==> src/design/status_params.svh <==
// constants for the status summary and service request block:
// set indices, status byte positions, reset and preset values.
// assumes nothing; included by bare name from the design files.
`ifndef STATUS_PARAMS_SVH
`define STATUS_PARAMS_SVH

// status register sets
`define NUM_SETS        7
`define SET_STD         3'h0
`define SET_OPER        3'h1
`define SET_QUES        3'h2
`define SET_MEAS        3'h3
`define SET_TRIG        3'h4
`define SET_ARM         3'h5
`define SET_SEQ         3'h6

// status byte bit positions
`define SB_MEAS         0
`define SB_EAV          2
`define SB_QUES         3
`define SB_MAV          4
`define SB_ESB          5
`define SB_RQS_MSS      6
`define SB_OPER         7

// reset and preset values
`define EN_RESET        16'h0000
`define EN_PRESET_ONES  16'hFFFF
`define PTR_RESET       16'hFFFF
`define NTR_RESET       16'h0000
`define SRE_RESET       8'h00

// queue defaults
`define OUTQ_DEPTH_DEF  16
`define OUTQ_WIDTH_DEF  8
`define ERRQ_DEPTH_DEF  10
`define ERRQ_WIDTH_DEF  16

`endif

==> src/design/status_pkg.sv <==
// types and shared helpers for the status summary block.
// assumes status_params.svh for the numbers.
package status_pkg;
	typedef logic [15:0] word_t;
	typedef logic [7:0]  byte_t;
	typedef logic [2:0]  set_sel_t;

	// masked event bits ORed into one summary message
	function automatic logic summary_of(input word_t evt, input word_t en);
		summary_of = |(evt & en);
	endfunction
endpackage

==> src/design/queue_if.sv <==
// carrier between the status block and one of its message queues.
// assumes one owner (status logic) and one store (queue) per instance.
`timescale 1ns/1ps
interface queue_if #(parameter int WIDTH = 8);
	logic             push;
	logic [WIDTH-1:0] wdata;
	logic             pop;
	logic             clear;
	logic [WIDTH-1:0] rdata;
	logic             rvalid;
	logic             empty;
	logic             full;

	modport owner (output push, wdata, pop, clear, input rdata, rvalid, empty, full);
	modport store (input push, wdata, pop, clear, output rdata, rvalid, empty, full);
endinterface

==> src/design/msg_queue.sv <==
// first-in first-out message queue with registered read data.
// assumes pop is only meaningful while not empty; a push while full is dropped.
`timescale 1ns/1ps
`include "status_params.svh"
module msg_queue #(
	parameter int WIDTH = 8,
	parameter int DEPTH = 16
) (
	input  wire logic sys_clk,
	input  wire logic srst,
	queue_if.store    q
);
	localparam int PW = (DEPTH > 1) ? $clog2(DEPTH) : 1;
	localparam int CW = $clog2(DEPTH + 1);

	if (DEPTH < 2 || WIDTH < 1) begin : g_bad
		$error("msg_queue needs DEPTH >= 2 and WIDTH >= 1");
	end

	logic [WIDTH-1:0] mem [DEPTH];
	logic [PW-1:0]    wr_ptr;
	logic [PW-1:0]    rd_ptr;
	logic [CW-1:0]    count;

	// pointers wrap at DEPTH, which need not be a power of two
	function automatic logic [PW-1:0] bump(input logic [PW-1:0] p);
		bump = (p == PW'(DEPTH - 1)) ? '0 : p + PW'(1);
	endfunction

	wire do_pop  = q.pop && (count != '0);
	// newest entry is discarded when full, so older messages survive
	wire do_push = q.push && (count != CW'(DEPTH));

	assign q.empty = (count == '0);
	assign q.full  = (count == CW'(DEPTH));

	// a push in the clearing cycle survives the clear in slot zero: the set wins
	wire keep_push = q.clear && q.push;

	// storage written only on an accepted push
	always_ff @(posedge sys_clk) begin
		if (do_push || keep_push) begin
			mem[q.clear ? PW'(0) : wr_ptr] <= q.wdata;
		end
	end

	// oldest first out; reading removes the entry
	always_ff @(posedge sys_clk) begin
		if (srst) begin
			wr_ptr   <= '0;
			rd_ptr   <= '0;
			count    <= '0;
			q.rvalid <= 1'b0;
			q.rdata  <= '0;
		end else if (q.clear) begin
			wr_ptr   <= keep_push ? PW'(1) : '0;
			rd_ptr   <= '0;
			count    <= CW'(keep_push);
			q.rvalid <= 1'b0;
			q.rdata  <= '0;
		end else begin
			q.rvalid <= do_pop;
			if (do_pop) begin
				q.rdata <= mem[rd_ptr];
				rd_ptr  <= bump(rd_ptr);
			end
			if (do_push) begin
				wr_ptr <= bump(wr_ptr);
			end
			count <= count + CW'(do_push) - CW'(do_pop);
		end
	end

	property p_full_drops;
		@(posedge sys_clk) disable iff (srst)
		q.full && q.push && !q.pop && !q.clear |=> q.full && count == CW'(DEPTH);
	endproperty
	a_full_drops: assert property (p_full_drops) else $error("push into full queue changed it");

	property p_pop_shrinks;
		@(posedge sys_clk) disable iff (srst)
		!q.empty && q.pop && !q.push && !q.clear |=> q.rvalid && count == $past(count) - CW'(1);
	endproperty
	a_pop_shrinks: assert property (p_pop_shrinks) else $error("read did not remove an entry");

	c_queue_full: cover property (@(posedge sys_clk) disable iff (srst) q.full && q.push);
endmodule

==> src/design/status_summary_srq_logic.sv <==
// status reporting: event latching, enable masks, message queues,
// status byte, service request enable and the request line.
// assumes command strobes are one-cycle pulses from a command decoder.
//
// Operation
// - enable bit zero masks its event bit
// - reading an enable register changes nothing
// - power-up clears every enable register
// - preset clears operation, questionable, measurement enables
// - preset sets trigger, arm, sequence enables
// - writing zero clears standard event enable
// - output queue is FIFO driving MAV
// - error queue holds ten messages FIFO
// - error queue enqueue sets EAV, empty clears
// - summary status byte bits mirror sources
// - bit six is MSS on query, RQS on poll
// - status byte query changes no bit
// - poll clears RQS, MSS stays while enabled
// - power-up clears status byte; clear status clears every bit but MAV
// - bit six ORs summaries masked by enables
// - request enable cleared only by reset or zero
// - enabled summary rising edge sets RQS, SRQ
// - after poll same event may request again
// - event bits latch until read or cleared
// - masked events ORed into one summary
// - event set by filtered condition transitions
`timescale 1ns/1ps
`include "status_params.svh"
module status_summary_srq_logic #(
	parameter int OUTQ_DEPTH = `OUTQ_DEPTH_DEF,
	parameter int OUTQ_WIDTH = `OUTQ_WIDTH_DEF,
	parameter int ERRQ_DEPTH = `ERRQ_DEPTH_DEF,
	parameter int ERRQ_WIDTH = `ERRQ_WIDTH_DEF
) (
	input  wire logic                         sys_clk,
	input  wire logic                         srst,
	input  wire logic [`NUM_SETS-1:0][15:0]   cond_in,
	input  wire logic [7:0]                   std_evt_set,
	input  wire logic [2:0]                   reg_sel,
	input  wire logic [15:0]                  wr_data,
	input  wire logic                         en_wr,
	input  wire logic                         ptr_wr,
	input  wire logic                         ntr_wr,
	input  wire logic                         en_rd,
	input  wire logic                         evt_rd,
	input  wire logic                         sre_rd,
	output logic      [15:0]                  rd_data,
	output logic                              rd_valid,
	input  wire logic                         status_preset,
	input  wire logic                         clear_status,
	input  wire logic                         sre_wr,
	input  wire logic [7:0]                   sre_data,
	input  wire logic                         stb_query,
	input  wire logic                         serial_poll,
	output logic      [7:0]                   stb_data,
	output logic                              stb_valid,
	input  wire logic                         outq_push,
	input  wire logic [OUTQ_WIDTH-1:0]        outq_data,
	output logic                              outq_full,
	input  wire logic                         outq_pop,
	output logic      [OUTQ_WIDTH-1:0]        outq_rdata,
	output logic                              outq_rvalid,
	input  wire logic                         errq_push,
	input  wire logic [ERRQ_WIDTH-1:0]        errq_data,
	output logic                              errq_full,
	input  wire logic                         errq_pop,
	output logic      [ERRQ_WIDTH-1:0]        errq_rdata,
	output logic                              errq_rvalid,
	output logic                              mss,
	output logic                              rqs,
	output logic                              srq
);
	if (OUTQ_DEPTH < 2 || ERRQ_DEPTH < 2 || OUTQ_WIDTH < 1 || ERRQ_WIDTH < 1) begin : g_bad
		$error("queue depths must be at least 2 and widths at least 1");
	end

	logic [`NUM_SETS-1:0][15:0] en;
	logic [`NUM_SETS-1:0][15:0] evt;
	logic [`NUM_SETS-1:0][15:0] ptr;
	logic [`NUM_SETS-1:0][15:0] ntr;
	logic [`NUM_SETS-1:0][15:0] prev_cond;
	logic [7:0]                 sre;
	logic [7:0]                 prev_enabled;
	logic [`NUM_SETS-1:0]       fresh_hit;

	queue_if #(.WIDTH(OUTQ_WIDTH)) outq ();
	queue_if #(.WIDTH(ERRQ_WIDTH)) errq ();

	// response messages; the queue keeps its data across clear status
	msg_queue #(.WIDTH(OUTQ_WIDTH), .DEPTH(OUTQ_DEPTH)) u_outq (
		.sys_clk (sys_clk),
		.srst    (srst),
		.q       (outq.store)
	);

	// error and status messages, emptied by clear status
	msg_queue #(.WIDTH(ERRQ_WIDTH), .DEPTH(ERRQ_DEPTH)) u_errq (
		.sys_clk (sys_clk),
		.srst    (srst),
		.q       (errq.store)
	);

	// queue hookup
	assign outq.push   = outq_push;
	assign outq.wdata  = outq_data;
	assign outq.pop    = outq_pop;
	assign outq.clear  = 1'b0;
	assign errq.push   = errq_push;
	assign errq.wdata  = errq_data;
	assign errq.pop    = errq_pop;
	assign errq.clear  = clear_status;
	assign outq_full   = outq.full;
	assign outq_rdata  = outq.rdata;
	assign outq_rvalid = outq.rvalid;
	assign errq_full   = errq.full;
	assign errq_rdata  = errq.rdata;
	assign errq_rvalid = errq.rvalid;

	// selection of the addressed set; unknown selects touch nothing
	wire sel_ok = (reg_sel < 3'(`NUM_SETS));

	// summaries of each set; sets 1 and 4..6 feed the operation summary
	logic [`NUM_SETS-1:0] set_sum;
	always_comb begin
		for (int s = 0; s < `NUM_SETS; s++) begin
			set_sum[s] = status_pkg::summary_of(evt[s], en[s]);
		end
	end
	wire oper_sum = set_sum[`SET_OPER] | set_sum[`SET_TRIG] | set_sum[`SET_ARM]
	              | set_sum[`SET_SEQ];

	// status byte summary bits are live wires, never latched
	logic [7:0] summary_byte;
	always_comb begin
		summary_byte              = 8'h00;
		summary_byte[`SB_MEAS]    = set_sum[`SET_MEAS];
		summary_byte[`SB_EAV]     = !errq.empty;
		summary_byte[`SB_QUES]    = set_sum[`SET_QUES];
		summary_byte[`SB_MAV]     = !outq.empty;
		summary_byte[`SB_ESB]     = set_sum[`SET_STD];
		summary_byte[`SB_OPER]    = oper_sum;
	end

	// master summary; a request follows an enabled summary rising or a fresh event
	wire [7:0] enabled_sum = summary_byte & sre;
	wire [7:0] fresh_byte  = {fresh_hit[`SET_OPER] | fresh_hit[`SET_TRIG] | fresh_hit[`SET_ARM]
	                         | fresh_hit[`SET_SEQ], 1'b0, fresh_hit[`SET_STD], 1'b0,
	                         fresh_hit[`SET_QUES], 2'b00, fresh_hit[`SET_MEAS]};
	assign mss = |enabled_sum;
	wire rise = (|(enabled_sum & ~prev_enabled)) || (|(fresh_byte & sre));

	// per-set bookkeeping: enables, filters and latched events
	always_ff @(posedge sys_clk) begin
		for (int s = 0; s < `NUM_SETS; s++) begin
			// a repeat of a still-latched event must be able to request again
			fresh_hit[s] <= !srst && (|(next_evt_bits(s) & en[s]));
			if (srst) begin
				en[s]        <= `EN_RESET;
				ptr[s]       <= `PTR_RESET;
				ntr[s]       <= `NTR_RESET;
				prev_cond[s] <= 16'h0000;
				evt[s]       <= 16'h0000;
			end else begin
				prev_cond[s] <= cond_in[s];
				if (status_preset) begin
					ptr[s] <= `PTR_RESET;
					ntr[s] <= `NTR_RESET;
					if (s == `SET_TRIG || s == `SET_ARM || s == `SET_SEQ) begin
						en[s] <= `EN_PRESET_ONES;
					end else if (s != `SET_STD) begin
						en[s] <= `EN_RESET;
					end
				end else begin
					if (en_wr && sel_ok && reg_sel == 3'(s)) begin
						// standard set has eight bits; a zero write clears it
						en[s] <= (s == `SET_STD) ? {8'h00, wr_data[7:0]} : wr_data;
					end
					if (ptr_wr && sel_ok && reg_sel == 3'(s)) begin
						ptr[s] <= wr_data;
					end
					if (ntr_wr && sel_ok && reg_sel == 3'(s)) begin
						ntr[s] <= wr_data;
					end
				end
				// a fresh event in the clearing cycle survives the clear
				evt[s] <= (clear_status || (evt_rd && reg_sel == 3'(s)))
				          ? next_evt_bits(s) : (evt[s] | next_evt_bits(s));
			end
		end
	end

	// newly detected events: filtered transitions, or pulses for the standard set
	function automatic logic [15:0] next_evt_bits(input int s);
		logic [15:0] up;
		logic [15:0] down;
		up   = cond_in[s] & ~prev_cond[s];
		down = ~cond_in[s] & prev_cond[s];
		if (s == `SET_STD) begin
			next_evt_bits = {8'h00, std_evt_set};
		end else begin
			next_evt_bits = (up & ptr[s]) | (down & ntr[s]);
		end
	endfunction

	// register reads return data a cycle later; an event read clears that set, other reads alter nothing
	always_ff @(posedge sys_clk) begin
		if (srst) begin
			rd_data  <= 16'h0000;
			rd_valid <= 1'b0;
		end else begin
			rd_valid <= en_rd || evt_rd || sre_rd;
			if (sre_rd) begin
				rd_data <= {8'h00, sre};
			end else if (en_rd && sel_ok) begin
				rd_data <= en[reg_sel];
			end else if (evt_rd && sel_ok) begin
				rd_data <= evt[reg_sel];
			end else begin
				rd_data <= 16'h0000;
			end
		end
	end

	// service request enable: only reset or a write changes it
	always_ff @(posedge sys_clk) begin
		if (srst) begin
			sre <= `SRE_RESET;
		end else if (sre_wr) begin
			sre <= {sre_data[7], 1'b0, sre_data[5:0]}; // bit six cannot be enabled
		end
	end

	// rqs: rising edge sets it and wins over a poll or clear in the same cycle;
	// the enabled history is re-armed every cycle, so after a poll a new
	// rising edge of the same source can request again
	always_ff @(posedge sys_clk) begin
		if (srst) begin
			rqs          <= 1'b0;
			prev_enabled <= 8'h00;
		end else begin
			prev_enabled <= enabled_sum;
			if (rise) begin
				rqs <= 1'b1;
			end else if (serial_poll || clear_status || !mss) begin
				rqs <= 1'b0;
			end
		end
	end

	// line released as soon as no enabled summary remains
	assign srq = rqs && mss;

	// status byte answers: poll reports rqs and clears it, query reports mss and leaves state alone
	always_ff @(posedge sys_clk) begin
		if (srst) begin
			stb_data  <= 8'h00;
			stb_valid <= 1'b0;
		end else begin
			stb_valid <= serial_poll || stb_query;
			if (serial_poll) begin
				stb_data <= summary_byte | {1'b0, rqs, 6'h00};
			end else if (stb_query) begin
				stb_data <= summary_byte | {1'b0, mss, 6'h00};
			end
		end
	end

	property p_en_read_stable;
		@(posedge sys_clk) disable iff (srst)
		en_rd && !en_wr && !status_preset |=> en == $past(en) && rd_valid;
	endproperty
	a_en_read_stable: assert property (p_en_read_stable) else $error("enable read changed it");

	property p_reset_clears;
		@(posedge sys_clk) srst |=> en == '0 && sre == 8'h00 && !rqs && stb_data == 8'h00;
	endproperty
	a_reset_clears: assert property (p_reset_clears) else $error("reset left state set");

	property p_preset_clears;
		@(posedge sys_clk) disable iff (srst)
		status_preset |=> en[`SET_OPER] == 16'h0000 && en[`SET_QUES] == 16'h0000
		                  && en[`SET_MEAS] == 16'h0000;
	endproperty
	a_preset_clears: assert property (p_preset_clears) else $error("preset left enable set");

	property p_preset_sets;
		@(posedge sys_clk) disable iff (srst)
		status_preset |=> en[`SET_TRIG] == 16'hFFFF && en[`SET_ARM] == 16'hFFFF
		                  && en[`SET_SEQ] == 16'hFFFF;
	endproperty
	a_preset_sets: assert property (p_preset_sets) else $error("preset did not fill enables");

	property p_rise_requests;
		@(posedge sys_clk) disable iff (srst)
		rise |=> rqs ##0 (srq || !mss);
	endproperty
	a_rise_requests: assert property (p_rise_requests) else $error("rising summary gave no request");

	property p_poll_clears_rqs;
		@(posedge sys_clk) disable iff (srst)
		serial_poll && !rise |=> !rqs && !srq && stb_valid && stb_data[6] == $past(rqs);
	endproperty
	a_poll_clears_rqs: assert property (p_poll_clears_rqs) else $error("poll did not clear rqs");

	property p_query_reports_mss;
		@(posedge sys_clk) disable iff (srst)
		stb_query && !serial_poll && !clear_status |=> stb_data[6] == $past(mss)
		                                           && (rqs || !$past(rqs) || !$past(mss));
	endproperty
	a_query_reports_mss: assert property (p_query_reports_mss) else $error("query answer wrong");

	property p_mav_follows_push;
		@(posedge sys_clk) disable iff (srst)
		outq_push && !outq.full |=> summary_byte[`SB_MAV];
	endproperty
	a_mav_follows_push: assert property (p_mav_follows_push) else $error("MAV not set");

	property p_event_latches;
		@(posedge sys_clk) disable iff (srst)
		!clear_status && !evt_rd |=> (evt & $past(evt)) == $past(evt);
	endproperty
	a_event_latches: assert property (p_event_latches) else $error("event bit dropped");

	property p_masked_no_status;
		@(posedge sys_clk) disable iff (srst)
		summary_byte[`SB_MEAS] == |(evt[`SET_MEAS] & en[`SET_MEAS]);
	endproperty
	a_masked_no_status: assert property (p_masked_no_status) else $error("masked event leaked");

	c_srq_raised: cover property (@(posedge sys_clk) disable iff (srst) rise ##1 srq);
	c_poll_hit:   cover property (@(posedge sys_clk) disable iff (srst) rqs && serial_poll);
	c_rerequest:  cover property (@(posedge sys_clk) disable iff (srst) serial_poll ##[1:20] rise);
	c_preset:     cover property (@(posedge sys_clk) disable iff (srst) status_preset);
endmodule

==> config.mk <==
export PLATFORM = sky130hd
export DESIGN_NAME = status_summary_srq_logic
export DESIGN_NICKNAME = d
export VERILOG_FILES = /design/src/design/status_pkg.sv /design/src/design/queue_if.sv /design/src/design/msg_queue.sv /design/src/design/status_summary_srq_logic.sv
export VERILOG_INCLUDE_DIRS = /design/src /design/src/design
export SDC_FILE = /design/constraint.sdc
export NUM_CORES = 2
export LEC_CHECK = 0
export ABC_AREA = 1
export BUFFER_PORTS_ARGS = -buffer_cell sky130_fd_sc_hd__buf_2
export CORE_ASPECT_RATIO = 1.4
export CORE_MARGIN = 4
export CORE_UTILIZATION = 30
export DETAILED_ROUTE_END_ITERATION = 16
export GPL_TIMING_DRIVEN = 0
export SYNTH_ARGS = -nofsm -noshare
export SYNTH_HDL_FRONTEND = slang
export SYNTH_SLANG_ARGS = --single-unit
==> constraint.sdc <==
create_clock -name sys_clk -period 3.6 [get_ports sys_clk]
set_clock_uncertainty 0.15 [all_clocks]
set_input_delay 0.36 -clock sys_clk [delete_from_list [all_inputs] [get_ports sys_clk]]
set_output_delay 0.36 -clock sys_clk [all_outputs]
set_load 0.03 [all_outputs]
==> insert_results.sql <==
INSERT INTO impl_metrics (metric_group, metric, value, unit) VALUES
('worst_hold_path', 'hold_startpoint', 'wr_data[1]', ''),
('run_status', 'failed_checks', 'max-capacitance violations, max-slew violations', ''),
('yosys', 'synth-seq-cells', '881', ''),
('power_and_ir_drop', 'netSwitchingFraction', '29.0', '%'),
('cts', 'tritoncts.num_buffers', '90', ''),
('yosys', 'netlist_cell_types', '66', ''),
('power_and_ir_drop', 'power_switching', '6.97', 'mW'),
('layout', 'finish.utilization', '37.0', '%'),
('worst_hold_path', 'worst_hold_path_type', 'in -> reg', ''),
('drt', 'drc', '0', ''),
('sta', 'slew_violations', '11', ''),
('drt', 'wirelength_met1', '56400', 'um'),
('critical_path', 'crit_path_end_kind', 'flip-flop', ''),
('layout', 'post_layout_nonfiller_instances', '6256', ''),
('place', 'post-dp-hpwl', '110000', 'um'),
('global_route', 'via_count_of_the_first_global_routing_pass', '30800', ''),
('drt', 'drt_pre_antenna_iters', '5', ''),
('critical_path', 'worst_ep_required_time', '4.03', 'ns'),
('yosys', 'avgSynthCellArea', '8.75', 'sq um'),
('global_route', 'grt_antenna_before_repair', '16', ''),
('yosys', 'synthesis.instances', '4086', ''),
('die', 'die_width', '300', 'um'),
('critical_path', 'wp_data_arrival', '3.89', 'ns'),
('sta', 'max_clock_freq', '289', 'MHz'),
('drt', 'dr_wl_met3', '11600', 'um'),
('drt', 'postRouteWirelength', '147000', 'um'),
('sta', 'worstMarginPinSlew', '1.52', 'ns'),
('layout', 'nets', '4788', ''),
('critical_path', 'crit_path_start_kind', 'flip-flop', ''),
('die', 'fp.coreArea', '118000', 'sq um'),
('place', 'placedCellCount', '5899', ''),
('die', 'start_util', '30.3', '%'),
('global_route', 'grt_util_all_layers', '22.8', '%'),
('power_and_ir_drop', 'p_comb_share', '14.2', '%'),
('sta', 'report.final.setup_viol', '0', ''),
('drt', 'avgRoutedWirePerCell', '23.6', 'um'),
('yosys', 'mapped_area', '35800', 'sq um'),
('global_route', 'largest_net_degree_at_the_start_of_global_routing', '17', ''),
('die', 'fp.dieH', '417', 'um'),
('cts', 'clkSinkCount', '881', ''),
('critical_path', 'path_max_fanout', '3', ''),
('run_status', 'outcome', 'finished, violations left', ''),
('flow_run', 'max-cap-violations', '1', ''),
('place', 'post_dp_cell_area', '38900', 'sq um'),
('place', 'numPortBuffers', '225', ''),
('die', 'dieArea', '125000', 'sq um'),
('power_and_ir_drop', 'power.share.sequential', '45.9', '%'),
('drt', 'ant_nets', '0', ''),
('drt', 'vias_per_cell', '5.18', ''),
('power_and_ir_drop', 'leakagePower', '17.3', 'nW'),
('yosys', 'synthSimpleGateAreaFrac', '15.8', '%'),
('power_and_ir_drop', 'power-per-cell-area', '549', 'nW/um^2'),
('sta', 'setup_repair_after_global_routing_missed_its_margin', 'no', ''),
('drt', 'drtIter0Drc', '3137', ''),
('drt', 'via_count', '32400', ''),
('yosys', 'syn-num-nets', '4295', ''),
('drt', 'route.met2.wl', '69100', 'um'),
('cts', 'tritoncts_clock_tree', 'yes', ''),
('yosys', 'yosys_warnings', '0', ''),
('global_route', 'globalRouteOverflowTotal', '0', ''),
('drt', 'highest-signal-layer', 'met5', ''),
('critical_path', 'setup.worst_path.class', 'reg -> reg', ''),
('cts', 'cts.root.buffer_cell', 'clkbuf_16', ''),
('sta', 'layout_worst_path_cycle_share', '96.1', '%'),
('yosys', 'post_synth_fa_ha_maj_area_fraction', '0.777', '%'),
('layout', 'final_layout_size_suffix_gt1_share', '10.9', '%'),
('global_route', 'grt_first_pass_wirelength', '209000', 'um'),
('place', 'place_congestion', '1.03', ''),
('die', 'core.rowCount', '149', ''),
('yosys', 'seq_area_frac_synth', '57.4', '%'),
('sta', 'finalWorstPathRequiredPeriod', '3.46', 'ns');
## timing repair
| item | in CTS | in global routing |
|---|---|---|
| hold buffers | 170 | 1 |
| gates resized for setup | 0 | 2 |
| hold endpoints to repair | 507 | 1 |
| buffers inserted | 0 | 2 |
| endpoints found under the setup margin | 0 | 4 |
## final cells by class
type                    count  area, sq um
fillers                 12300        74500
flip-flops and latches    881        20500
multi-input cells        2608        12800
repair buffers            401         2890
clock buffers             123         2480
well taps                1585         1980
inverters                 380         1440
plain buffers             217         1010
clock inverters            44          509
diodes                     17         42.5
## critical path, stage by stage, from the launching register on
cell	delay (ns)
dfxtp_1	0.40
nand2_1	0.11
nand2_1	0.10
nor2_1	0.10
nand2_1	0.06
nor2_1	0.22
nand2_1	0.12
o21ai_0	0.41
nand2_1	0.29
nand3_1	0.13
dlygate4sd3_1	0.56
a21oi_1	0.06
dlygate4sd3_1	0.61
## cells in the mapped netlist, drive strengths merged
library cell,count,area [sq um]
clkbuf,135,507
o32ai,3,26.3
clkinv,7,26.3
a22o,5,43.8
o21a,3,22.5
o31ai,9,72.6
fa,2,40.0
xnor2,1,8.76
nor3b,7,52.6
xor2,7,61.3
nand3b,11,82.6
o21ai,471,2360
a21o,2,15.0
o221ai,11,96.3
a32oi,1,8.76
edfxtp,288,8650
a21oi,431,2210
a21boi,1,7.51
nand3,91,460
o2bb2ai,3,32.5
nor2,514,2030
buf,82,502
a211oi,8,65.1
a31oi,66,428
inv,373,1420
a41oi,8,70.1
conb,1,3.75
o22ai,60,375
o2111ai,10,87.6
ha,19,238
nor4,1,6.26
dfxtp,593,11900
a221oi,25,250
o211ai,47,358
and2,13,81.3
nor3,19,106
a22oi,32,245
nand2,699,2670
nand4,27,169
## layer usage
layer | global-route usage (%) | up-vias
met3 | 3.72 | 398
met4 | 13.4 | 8
met5 | 0 | -
li1 | - | 14900
met1 | 27.3 | 15500
met2 | 38.4 | 1629
## metrics by stage
stage,power (mW),setup slack [ns]
detailed placement,14.4,0.0705
global route,24.7,0.0375
CTS,24.0,0.0540
floorplan,12.9,0.583
global placement,14.3,-0.395
finish,24.0,0.139
## flip-flops by register name, summed over array words and instances, names as in the netlist, 4 cells and up
signal          cells
ntr                96
u_outq.rd_ptr       4
prev_cond          96
u_outq.q.rdata      8
u_outq.wr_ptr       4
stb_data            7
prev_enabled        6
u_errq.mem        160
evt               104
u_outq.count        5
u_outq.mem        128
u_errq.wr_ptr       4
sre                 7
fresh_hit           7
u_errq.rd_ptr       4
u_errq.count        4
rd_data            16
ptr                96
u_errq.q.rdata     16
en                104
## power groups by stage
stage	Clock (mW)	Combinational (mW)	Sequential (mW)
finish	9.56	3.41	11.0
global route	10.0	3.66	11.0
CTS	9.65	3.33	11.0
detailed placement	0	3.16	11.2
global placement	0	3.11	11.2
floorplan	0	1.71	11.2
## cell usage in the layout (no fill, tap or decap), drive strengths merged, types with 7 or more instances in the layout
master       netlist  final
o31ai              9      9
inv              373    379
nand3             91     91
xor2               7      7
buf               82    312
ha                19     19
a22oi             32     32
nor3              19     19
nor2             514    514
dfxtp            593    593
and2              13     13
o2111ai           10     10
nand4             27     27
a211oi             8      8
a21oi            431    431
nor3b              7      7
o21ai            471    471
o221ai            11     11
a31oi             66     66
clkinv             7     35
nand2            699    699
o211ai            47     47
edfxtp           288    288
nand3b            11     11
clkbuf           135    258
diode              0     17
o22ai             60     60
dlygate4sd3        0    171
a41oi              8      8
a221oi            25     25
## worst paths after layout
kind / slack (ns) / to / depth (start not counted)
worst max register to register: 0.14 / stb_data[6] / 12
worst min register to register: 0.31 / ntr[51] / 2
worst max-delay path: 0.14 / stb_data[6] / 12
worst min-delay path: 0.04 / en[97] / 3
## cell families (layout without fill, tap and decap cells)
family          after synthesis  count (layout)
simple gates               1382            1382
compound gates             1196            1196
flops                       881             881
buf+inv                     597            1165
fa+ha+maj                    21              21
xor+xnor                      8               8
other cells                   1              18
(Power assumes the default switching activity.)
